$ cat config.mk
export PLATFORM = sky130hd
export DESIGN_NAME = lsv_regs
export DESIGN_NICKNAME = d
export VERILOG_FILES = /design/src/core/lsv_pkg.sv /design/src/core/lsv_core_if.sv /design/src/core/lsv_gain_decode.sv /design/src/core/lsv_verify.sv /design/src/core/lsv_regs.sv
export SDC_FILE = /design/constraint.sdc
export NUM_CORES = 1
export LEC_CHECK = 0
export ABC_AREA = 1
export BUFFER_PORTS_ARGS = -buffer_cell sky130_fd_sc_hd__buf_4
export CAP_MARGIN = 30
export CORE_MARGIN = 2
export CORE_UTILIZATION = 45
export CTS_BUF_LIST = sky130_fd_sc_hd__clkbuf_4 sky130_fd_sc_hd__clkbuf_8
export DETAILED_ROUTE_END_ITERATION = 10
export PLACE_DENSITY = 0.87
export SYNTH_ARGS = -nofsm -noshare
export SYNTH_HDL_FRONTEND = slang
export SYNTH_SLANG_ARGS = --single-unit
$ cat constraint.sdc
create_clock -name clock_i -period 1.31 [get_ports clock_i]
set_input_delay 0.0655 -clock clock_i [delete_from_list [all_inputs] [get_ports clock_i]]
set_output_delay 0.0655 -clock clock_i [all_outputs]
set_load 0.01 [all_outputs]
$ cat src/core/lsv_pkg.sv
// Constants, register map and decode helpers for the line-side register bank.
// Assumes a 125 MHz clock and APB register access with 32-bit data.
package lsv_pkg;

  // ----------------------------------------------------------------
  // Register map: word index, byte address is four times the index
  // ----------------------------------------------------------------
  localparam logic [7:0] IDX_REV   = 8'h0D;
  localparam logic [7:0] IDX_VSTAT = 8'h0E;
  localparam logic [7:0] IDX_GAIN  = 8'h0F;
  localparam logic [7:0] IDX_CTRL  = 8'h10;
  localparam logic [7:0] IDX_ISTAT = 8'h11;
  localparam logic [7:0] IDX_IMASK = 8'h12;

  // ----------------------------------------------------------------
  // Field positions
  // ----------------------------------------------------------------
  localparam int unsigned REV_INTL_BIT = 6;
  localparam int unsigned REV_REV_LSB  = 2;
  localparam int unsigned REV_RXB_BIT  = 1;
  localparam int unsigned REV_TXB_BIT  = 0;
  localparam int unsigned VS_PEND_BIT  = 2;
  localparam int unsigned VS_ACT_BIT   = 1;
  localparam int unsigned VS_FAIL_BIT  = 0;
  localparam int unsigned GN_TXM_BIT   = 7;
  localparam int unsigned GN_TXA_LSB   = 4;
  localparam int unsigned GN_RXM_BIT   = 3;
  localparam int unsigned GN_RXA_LSB   = 0;
  localparam int unsigned CTRL_EN_BIT  = 0;
  localparam int unsigned IRQ_DONE_BIT = 0;
  localparam int unsigned IRQ_FAIL_BIT = 1;

  // ----------------------------------------------------------------
  // Reset values
  // ----------------------------------------------------------------
  localparam logic [7:0] GAIN_RST  = 8'h00;
  localparam logic [1:0] LEG_RST   = 2'h0;
  localparam logic [1:0] IMASK_RST = 2'h0;

  // ----------------------------------------------------------------
  // Timing
  // ----------------------------------------------------------------
  localparam int unsigned CLK_MHZ    = 125;
  localparam int unsigned VERIFY_NS  = 2000;
  localparam int unsigned VERIFY_CYC = (VERIFY_NS * CLK_MHZ + 999) / 1000;

  // ----------------------------------------------------------------
  // Gain figures in tenths of a dB
  // ----------------------------------------------------------------
  localparam logic [7:0] LEG_TX_TENTHS = 8'h1E;
  localparam logic [7:0] LEG_RX_TENTHS = 8'h3C;

  typedef enum logic [1:0] {
    LSV_IDLE = 2'h0,
    LSV_RUN  = 2'h1,
    LSV_DONE = 2'h3
  } lsv_vstate_e;

  // Shared 0/3/6/9/12 dB step used by both transmit and receive selectors.
  function automatic logic [7:0] lsv_step_tenths(input logic [2:0] sel);
    logic [7:0] t;
    t = 8'h00;
    unique casez (sel)
      3'b000: t = 8'h00;
      3'b001: t = 8'h1E;
      3'b010: t = 8'h3C;
      3'b011: t = 8'h5A;
      3'b1??: t = 8'h78;
    endcase
    return t;
  endfunction : lsv_step_tenths

endpackage : lsv_pkg

$ cat src/core/lsv_core_if.sv
// Carrier between the register bank and its gain decoder and checker.
// Assumes all three modules share one clock.
`timescale 1ns/1ps
interface lsv_core_if;
  logic [7:0] gain_ctrl;
  logic [1:0] legacy;
  logic [7:0] tx_atten;
  logic [7:0] rx_gain;
  logic [7:0] mon_atten;
  logic       start;
  logic       id_ok;
  logic       pending;
  logic       active;
  logic       fail;
  logic       done;

  modport dec (input gain_ctrl, legacy, output tx_atten, rx_gain, mon_atten);
  modport ver (input start, id_ok, output pending, active, fail, done);
  modport top (output gain_ctrl, legacy, start, id_ok,
               input tx_atten, rx_gain, mon_atten, pending, active, fail,
               done);
endinterface : lsv_core_if

$ cat src/core/lsv_gain_decode.sv
// Gain decoder: turns gain control fields into registered dB figures.
// Assumes field values arrive from registers on the same clock.
`timescale 1ns/1ps
module lsv_gain_decode (
  // Clock and reset
  input  wire logic clock_i,
  input  wire logic reset_i,
  // Fields in, figures out
  lsv_core_if.dec   cif
);

  typedef struct packed {
    logic [7:0] tx;
    logic [7:0] rx;
    logic [7:0] mon;
  } lsv_dec_s;

  lsv_dec_s q;
  lsv_dec_s d;

  always_comb begin
    logic [2:0] txs;
    logic [2:0] rxs;
    txs = cif.gain_ctrl[lsv_pkg::GN_TXA_LSB +: 3];
    rxs = cif.gain_ctrl[lsv_pkg::GN_RXA_LSB +: 3];
    d.tx = lsv_pkg::lsv_step_tenths(txs);
    if (cif.legacy[lsv_pkg::REV_TXB_BIT]) begin
      d.tx = d.tx + lsv_pkg::LEG_TX_TENTHS;
    end
    d.rx = lsv_pkg::lsv_step_tenths(rxs);
    if (cif.legacy[lsv_pkg::REV_RXB_BIT]) begin
      d.rx = d.rx + lsv_pkg::LEG_RX_TENTHS;
    end
    unique casez (rxs)
      3'b000: d.mon = 8'h00;
      3'b001: d.mon = 8'h0A;
      3'b010: d.mon = 8'h16;
      3'b011: d.mon = 8'h23;
      3'b1??: d.mon = 8'h32;
    endcase
  end

  always_ff @(posedge clock_i) begin
    if (reset_i) begin
      q <= '0;
    end else begin
      q <= d;
    end
  end

  assign cif.tx_atten  = q.tx;
  assign cif.rx_gain   = q.rx;
  assign cif.mon_atten = q.mon;

endmodule : lsv_gain_decode

$ cat src/core/lsv_verify.sv
// Line-side identity checker: runs once after the first enable.
// Assumes the identity level is already synchronised to the clock.
`timescale 1ns/1ps
module lsv_verify (
  // Clock and reset
  input  wire logic clock_i,
  input  wire logic reset_i,
  // Start, identity and result
  lsv_core_if.ver   cif
);

  typedef struct packed {
    lsv_pkg::lsv_vstate_e st;
    logic [7:0]           cnt;
    logic                 fail;
    logic                 done;
  } lsv_ver_s;

  lsv_ver_s q;
  lsv_ver_s d;

  always_comb begin
    d      = q;
    d.done = 1'b0;
    unique case (q.st)
      lsv_pkg::LSV_IDLE: begin
        if (cif.start) begin
          d.st  = lsv_pkg::LSV_RUN;
          d.cnt = 8'h00;
        end
      end
      lsv_pkg::LSV_RUN: begin
        d.cnt = q.cnt + 8'h01;
        if (q.cnt == 8'(lsv_pkg::VERIFY_CYC - 1)) begin
          d.st   = lsv_pkg::LSV_DONE;
          d.fail = ~cif.id_ok;
          d.done = 1'b1;
        end
      end
      lsv_pkg::LSV_DONE: begin
        d.st = lsv_pkg::LSV_DONE;
      end
      default: d.st = lsv_pkg::LSV_IDLE;
    endcase
  end

  always_ff @(posedge clock_i) begin
    if (reset_i) begin
      q <= '{st: lsv_pkg::LSV_IDLE, cnt: 8'h00, fail: 1'b0, done: 1'b0};
    end else begin
      q <= d;
    end
  end

  assign cif.pending = (q.st != lsv_pkg::LSV_DONE);
  assign cif.active  = (q.st == lsv_pkg::LSV_RUN);
  assign cif.fail    = q.fail;
  assign cif.done    = q.done;

endmodule : lsv_verify

$ cat src/core/lsv_regs.sv
// Line-side identity, verification status and gain control register bank.
// Assumes an APB master on clock_i and line-side pins from another domain.
//
// Behaviour
// - Revision bit 6 reads the line-side international capability flag.
// - Revision bits 5:2 read the four-bit line-side revision.
// - Legacy receive boost bit adds 6 dB to receive gain.
// - Legacy transmit attenuation bit adds 3 dB transmit attenuation.
// - Identity check starts by itself when the line side is enabled.
// - Pending flag reads one until the check has completed.
// - Active flag reads one only while the check runs.
// - Failed check sets result bit; registers work, data transfer stops.
// - Transmit mute bit silences the transmit signal.
// - Transmit selector gives 0, 3, 6, 9 or 12 dB attenuation.
// - Receive mute bit silences the receive signal.
// - Receive selector gives 0, 1, 2.2, 3.5 or 5 dB monitor attenuation.
`timescale 1ns/1ps
module lsv_regs (
  // Clock and reset
  input  wire logic        clock_i,
  input  wire logic        reset_i,
  // APB slave
  input  wire logic        psel_i,
  input  wire logic        penable_i,
  input  wire logic        pwrite_i,
  input  wire logic [11:0] paddr_i,
  input  wire logic [31:0] pwdata_i,
  input  wire logic [3:0]  pstrb_i,
  output logic      [31:0] prdata_o,
  output logic             pready_o,
  output logic             pslverr_o,
  // Line-side pins
  input  wire logic        line_side_intl_flag_i,
  input  wire logic [3:0]  line_side_revision_i,
  input  wire logic        line_side_id_ok_i,
  // Signal path control
  output logic             tx_mute_o,
  output logic             rx_mute_o,
  output logic      [7:0]  tx_atten_o,
  output logic      [7:0]  rx_gain_o,
  output logic      [7:0]  mon_atten_o,
  output logic             xfer_enable_o,
  // Interrupt
  output logic             irq_o
);

  // ----------------------------------------------------------------
  // State
  // ----------------------------------------------------------------
  typedef struct packed {
    logic [5:0]  sync1;
    logic [5:0]  sync2;
    logic [7:0]  gain;
    logic [1:0]  legacy;
    logic        enable;
    logic [1:0]  ist;
    logic [1:0]  imask;
    logic        ack;
    logic        err;
    logic [31:0] rdata;
    logic        tx_mute;
    logic        rx_mute;
    logic        xfer;
    logic        irq;
  } lsv_top_s;

  lsv_top_s q;
  lsv_top_s d;

  lsv_core_if cif ();

  // ----------------------------------------------------------------
  // Helpers
  // ----------------------------------------------------------------
  function automatic logic lsv_mapped(input logic [11:0] a);
    logic [7:0] i;
    i = a[9:2];
    return (a[1:0] == 2'h0) && (a[11:10] == 2'h0) &&
           ((i == lsv_pkg::IDX_REV)   || (i == lsv_pkg::IDX_VSTAT) ||
            (i == lsv_pkg::IDX_GAIN)  || (i == lsv_pkg::IDX_CTRL)  ||
            (i == lsv_pkg::IDX_ISTAT) || (i == lsv_pkg::IDX_IMASK));
  endfunction : lsv_mapped

  // ----------------------------------------------------------------
  // Synchronised pins
  // ----------------------------------------------------------------
  // Sync order: id_ok, revision[3:0], international flag.
  logic       pin_intl;
  logic [3:0] pin_rev;
  logic       pin_id_ok;

  assign pin_intl  = q.sync2[5];
  assign pin_rev   = q.sync2[4:1];
  assign pin_id_ok = q.sync2[0];

  // ----------------------------------------------------------------
  // Sub-blocks
  // ----------------------------------------------------------------
  assign cif.gain_ctrl = q.gain;
  assign cif.legacy    = q.legacy;
  // The check begins once, at the first enable after reset.
  assign cif.start     = q.enable;
  assign cif.id_ok     = pin_id_ok;

  lsv_gain_decode u_dec (
    .clock_i (clock_i),
    .reset_i (reset_i),
    .cif     (cif)
  );

  lsv_verify u_ver (
    .clock_i (clock_i),
    .reset_i (reset_i),
    .cif     (cif)
  );

  // ----------------------------------------------------------------
  // Read data
  // ----------------------------------------------------------------
  logic [7:0] rd_byte;
  logic [7:0] rd_rev;
  logic [7:0] rd_vstat;

  always_comb begin
    rd_rev = 8'h00;
    rd_rev[lsv_pkg::REV_INTL_BIT]      = pin_intl;
    rd_rev[lsv_pkg::REV_REV_LSB +: 4]  = pin_rev;
    rd_rev[lsv_pkg::REV_RXB_BIT]       = q.legacy[lsv_pkg::REV_RXB_BIT];
    rd_rev[lsv_pkg::REV_TXB_BIT]       = q.legacy[lsv_pkg::REV_TXB_BIT];
    rd_vstat = 8'h00;
    rd_vstat[lsv_pkg::VS_PEND_BIT] = cif.pending;
    rd_vstat[lsv_pkg::VS_ACT_BIT]  = cif.active;
    rd_vstat[lsv_pkg::VS_FAIL_BIT] = cif.fail;
  end

  always_comb begin
    rd_byte = 8'h00;
    unique case (paddr_i[9:2])
      lsv_pkg::IDX_REV:   rd_byte = rd_rev;
      lsv_pkg::IDX_VSTAT: rd_byte = rd_vstat;
      lsv_pkg::IDX_GAIN:  rd_byte = q.gain;
      lsv_pkg::IDX_CTRL:  rd_byte = {7'h00, q.enable};
      lsv_pkg::IDX_ISTAT: rd_byte = {6'h00, q.ist};
      lsv_pkg::IDX_IMASK: rd_byte = {6'h00, q.imask};
      default:            rd_byte = 8'h00;
    endcase
  end

  // ----------------------------------------------------------------
  // Next state
  // ----------------------------------------------------------------
  // Setup cycle latches read data and the error answer, so every access
  // completes in exactly one access cycle with registered data.
  logic       setup;
  logic       wr;
  logic [7:0] wb;
  logic [1:0] ev;
  logic [1:0] w1c;

  assign setup = psel_i & ~penable_i;
  assign wr    = psel_i & penable_i & pwrite_i & q.ack & ~q.err & pstrb_i[0];
  assign wb    = pwdata_i[7:0];

  always_comb begin
    ev = 2'h0;
    ev[lsv_pkg::IRQ_DONE_BIT] = cif.done;
    ev[lsv_pkg::IRQ_FAIL_BIT] = cif.done & cif.fail;
    w1c = 2'h0;
    if (wr && (paddr_i[9:2] == lsv_pkg::IDX_ISTAT)) begin
      w1c = wb[1:0];
    end
  end

  always_comb begin
    d       = q;
    d.sync1 = {line_side_intl_flag_i, line_side_revision_i,
               line_side_id_ok_i};
    d.sync2 = q.sync1;
    d.ack   = setup;
    if (setup) begin
      d.err   = ~lsv_mapped(paddr_i);
      d.rdata = pwrite_i ? 32'h0000_0000 : {24'h00_0000, rd_byte};
    end
    if (wr) begin
      unique case (paddr_i[9:2])
        lsv_pkg::IDX_REV: begin
          // Only the two legacy gain bits are writable.
          d.legacy = wb[1:0];
        end
        lsv_pkg::IDX_GAIN:  d.gain   = wb;
        lsv_pkg::IDX_CTRL:  d.enable = wb[lsv_pkg::CTRL_EN_BIT];
        lsv_pkg::IDX_IMASK: d.imask  = wb[1:0];
        default: d.gain = q.gain;
      endcase
    end
    // A new event outranks a clear in the same cycle.
    d.ist  = (q.ist & ~w1c) | ev;
    d.irq  = |(d.ist & d.imask);
    d.tx_mute  = d.gain[lsv_pkg::GN_TXM_BIT];
    d.rx_mute  = d.gain[lsv_pkg::GN_RXM_BIT];
    // Data moves only after a passed check; a failure blocks it for good.
    d.xfer = q.enable & ~cif.pending & ~cif.active & ~cif.fail;
  end

  // ----------------------------------------------------------------
  // Registers
  // ----------------------------------------------------------------
  always_ff @(posedge clock_i) begin
    if (reset_i) begin
      q        <= '0;
      q.gain   <= lsv_pkg::GAIN_RST;
      q.legacy <= lsv_pkg::LEG_RST;
      q.imask  <= lsv_pkg::IMASK_RST;
    end else begin
      q <= d;
    end
  end

  // ----------------------------------------------------------------
  // Outputs
  // ----------------------------------------------------------------
  assign prdata_o      = q.rdata;
  assign pready_o      = q.ack;
  assign pslverr_o     = q.ack & q.err;
  assign tx_mute_o     = q.tx_mute;
  assign rx_mute_o     = q.rx_mute;
  assign tx_atten_o    = cif.tx_atten;
  assign rx_gain_o     = cif.rx_gain;
  assign mon_atten_o   = cif.mon_atten;
  assign xfer_enable_o = q.xfer;
  assign irq_o         = q.irq;

endmodule : lsv_regs

==> impl_metrics.env <==
export IMPL_post_synth_fa_ha_maj_area_fraction_pct=0.8107
export IMPL_synthArstFlopShare_pct=0
export IMPL_total_power_mw=3.971
export IMPL_rr_endpoint="irq_o$_SDFF_PP0_"
export IMPL_clk_insertion_delay_late_ns=0.35
export IMPL_grt_total_usage_pct=18.37
export IMPL_max_cap_violations=0
export IMPL_cp_startpoint="pready_o$_SDFF_PP0_"
export IMPL_setup_ws_ns=-0.08639
export IMPL_timing_hold_worst_path_depth=3
export IMPL_floorplan_die_width_um=86.82
export IMPL_n_fill_cell=575
export IMPL_final_worst_hold_slack_ns=-0.002304
export IMPL_fp_dieH_um=86.82
export IMPL_placed_cells=547
export IMPL_placementRows=30
export IMPL_yosys_register_bits=71
export IMPL_m1WireLength_um=2722
export IMPL_port_buffer_count=65
export IMPL_synth_area_per_cell_um2=7.547
export IMPL_htreeDepth=3
export IMPL_cts_clk_slew_worst_paths_ns=0.07
export IMPL_synth_area_in_compound_gates_pct=11.96
export IMPL_antenna_found_initial=0
export IMPL_report_final_setup_viol=5
export IMPL_critical_path_arrival_ns=1.64
export IMPL_drt_wirelength_per_cell_um=12.23
export IMPL_synth_sequential_area_ratio_pct=46.05
export IMPL_fin_cells=578
export IMPL_origin_of_the_worst_min_delay_path="pwdata_i[2]"
export IMPL_post_detailed_routing_wire_length_um=7070
export IMPL_synth_area_leader_cell="sky130_fd_sc_hd__dfxtp_1"
export IMPL_cts_max_path_buffers=2
export IMPL_result_of_the_run="finished with violations"
export IMPL_hold_path_class="in -> reg"
export IMPL_fin_tns_setup_ns=-0.1952
export IMPL_insertedDiodeCount=0
export IMPL_final_max_slew_violation_count=0
export IMPL_endpoint_kind="flip-flop"
export IMPL_fin_area_um2=3933
export IMPL_final_min_clock_period_ns=1.396
export IMPL_yosys_mux_area_fraction_pct=0
export IMPL_p_leak_nw=1.798
export IMPL_distinct_cell_type_count_of_the_synthesized_netlist=35
export IMPL_synth_simple_gate_area_share_pct=24.32
export IMPL_violated_checks="hold timing, setup timing"
export IMPL_min_delay_worst_endpoint="cif.gain_ctrl[2]$_SDFFE_PP0P_"
export IMPL_place_detailed_hpwl_um=4779
export IMPL_synth_ff_type="sky130_fd_sc_hd__dfxtp_1"
export IMPL_synth_cells=409
export IMPL_synth_yosys_warnings=0
export IMPL_wl_met2_um=3657
export IMPL_syn_area_um2=3087
export IMPL_first_iter_violations=229
export IMPL_final_net_count=555
export IMPL_yosys_area_top_type_share_pct=46.05
export IMPL_dieArea_um2=7538
export IMPL_top_layer_used="met4"
export IMPL_worstReg2RegStart="pready_o$_SDFF_PP0_"
export IMPL_detailroute_via_count=2871
export IMPL_cts_root_buffer="sky130_fd_sc_hd__clkbuf_8"
export IMPL_design_core_area_um2=6719
export IMPL_xor_xnor_share_of_the_synthesized_area_pct=0.2837
export IMPL_grt_first_pass_wirelength_um=10780
export IMPL_flow_area_growth_from_synthesis_pct=27.40
export IMPL_ratio_of_cells_with_drive_above_1_in_the_final_layout_pct=26.71
export IMPL_pre_cts_slack_ns=-0.05865
export IMPL_clock_sinks=71
export IMPL_yosys_cell_count_top_type="sky130_fd_sc_hd__dfxtp_1"
export IMPL_synth_top_cells_by_area="sky130_fd_sc_hd__dfxtp_1, sky130_fd_sc_hd__buf_4, sky130_fd_sc_hd__nand2_1, sky130_fd_sc_hd__a21oi_1, sky130_fd_sc_hd__inv_1"
export IMPL_starting_utilization_of_the_core_area_pct=45.94
export IMPL_max_vdd_ir_drop_v=0.0005365
export IMPL_gp_congestion=0.9170
export IMPL_timing_critical_path_from_type="flip-flop"
export IMPL_cts_buffers_inserted=9
export IMPL_synth_enable_flop_cells=0
export IMPL_main_combinational_cell_family_by_area_after_synthesis="simple AND/OR/NAND/NOR gates"
export IMPL_finalCritPeriodShare_pct=106.6
export IMPL_max_clock_skew_ns=0.009760
export IMPL_number_of_cell_instances_on_the_worst_register_to_register_path=8
export IMPL_critical_path_class="reg -> reg"
export IMPL_ios=121
export IMPL_finalHoldViolCount=1
export IMPL_grt_pass1_vias=2484
export IMPL_detailed_route_wirelength_on_metal3_um=517
export IMPL_grt_setup_unrepaired="yes"
export IMPL_rrSetupSlack_ns=-0.09
export IMPL_multi_input_area_um2=1321
export IMPL_worstPathMaxFanout=5
export IMPL_ant_nets=0
export IMPL_critPathRequiredTime_ns=1.55
export IMPL_global_route_overflow_total=0
export IMPL_register_area_um2=1430
export IMPL_placement_cell_area_um2=3547
export IMPL_grt_start_max_net_pins=25
export IMPL_detail_route_first_pass_iterations=5
export IMPL_tritoncts="yes"
export IMPL_pwr_density_cell_nw_per_um2=1010
export IMPL_final_core_occ_pct=58.53
export IMPL_synth_common_cells="sky130_fd_sc_hd__dfxtp_1, sky130_fd_sc_hd__nand2_1, sky130_fd_sc_hd__inv_1"
export IMPL_fmax_mhz=716.1
export IMPL_post_drt_via_cell_ratio=4.967
export IMPL_drc_errors=0
-- cell type report --
type / count / share of cell area, %
Clock inverter: 4 / 0.5727
Clock buffer: 11 / 3.691
Multi-Input combinational cell: 269 / 33.60
Sequential cell: 71 / 36.37
Inverter: 50 / 4.773
Timing Repair Buffer: 93 / 18.45
Tap cell: 80 / 2.545
-- routing by layer --
| layer | GRT usage (%) | vias to the layer above |
|---|---|---|
| li1 | - | 1412 |
| met1 | 20.52 | 1305 |
| met2 | 32.20 | 133 |
| met3 | 5.619 | 21 |
| met4 | 7.670 | 0 |
| met5 | 0 | - |
-- report_power, final --
group          switching [mW]  leakage [nW]  internal (mW)
Clock                   0.779        0.0884          0.739
Combinational           0.159          1.13          0.110
Sequential            0.00883         0.577           2.18
-- cell usage in the layout (no fill, tap or decap), types with 2 or more instances in the layout --
master,n
sky130_fd_sc_hd__nor2_1,42
sky130_fd_sc_hd__dfxtp_2,4
sky130_fd_sc_hd__nor4_1,2
sky130_fd_sc_hd__nand2_1,57
sky130_fd_sc_hd__nand3_1,32
sky130_fd_sc_hd__inv_2,2
sky130_fd_sc_hd__a31oi_1,2
sky130_fd_sc_hd__conb_1,28
sky130_fd_sc_hd__nand2_4,2
sky130_fd_sc_hd__inv_1,48
sky130_fd_sc_hd__nor2_4,2
sky130_fd_sc_hd__a21oi_1,35
sky130_fd_sc_hd__dfxtp_1,66
sky130_fd_sc_hd__nand4_1,2
sky130_fd_sc_hd__o21ai_1,9
sky130_fd_sc_hd__buf_6,2
sky130_fd_sc_hd__buf_4,83
sky130_fd_sc_hd__or2_2,2
sky130_fd_sc_hd__dlygate4sd3_1,8
sky130_fd_sc_hd__clkinv_2,3
sky130_fd_sc_hd__o21ai_0,16
sky130_fd_sc_hd__clkbuf_8,10
sky130_fd_sc_hd__nand2_2,7
sky130_fd_sc_hd__nor2_2,7
sky130_fd_sc_hd__nor3_1,6
sky130_fd_sc_hd__ha_1,2
-- worst max path at each step --
stage | to | cells past startpoint
after detailed placement | irq_o$_SDFF_PP0_ | 9
after floorplan | cif.gain_ctrl[5]$_SDFFE_PP0P_ | 6
after CTS | cif.gain_ctrl[1]$_SDFFE_PP0P_ | 5
after global placement | irq_o$_SDFF_PP0_ | 8
after global routing | irq_o$_SDFF_PP0_ | 8
final | irq_o$_SDFF_PP0_ | 8
-- worst max-delay path, cell delays in order (launching register included) --
cell,delay [ns]
sky130_fd_sc_hd__dfxtp_2,0.33
sky130_fd_sc_hd__nand4_1,0.13
sky130_fd_sc_hd__nor3_4,0.29
sky130_fd_sc_hd__buf_6,0.17
sky130_fd_sc_hd__nand3_1,0.09
sky130_fd_sc_hd__nand2_1,0.11
sky130_fd_sc_hd__nand2_1,0.05
sky130_fd_sc_hd__nand2_1,0.07
sky130_fd_sc_hd__nand2_1,0.05
-- sequential cells by signal, summed over array words and instances, names as in the netlist --
name	count
pin_rev	4
cif.start	1
pready_o	1
pin_intl	1
d	6
u_dec.cif.mon_atten	6
u_ver.q	10
prdata_o	8
cif.id_ok	1
xfer_enable_o	1
u_dec.cif.tx_atten	7
u_ver.cif.done	1
q	5
u_ver.cif.fail	1
cif.legacy	2
irq_o	1
cif.gain_ctrl	8
u_dec.cif.rx_gain	7
-- what timing repair did --
item,in CTS,in global routing
endpoints found under the setup margin,9,21
endpoints found under the hold margin,7,1
resized for setup,5,27
hold buffers,7,1
buffers inserted,1,7
pin swaps,1,3
-- kinds of logic (layout without fill, tap and decap cells) --
logic type,Yosys count,in the layout
other,1,28
xor gates and xnor gates,1,1
and+or+nand+nor,168,168
adders and majority gates,2,2
DFF,71,71
AOI/OAI and AO/OA,70,70
buffers and inverters,96,158
(Power assumes the default switching activity.)
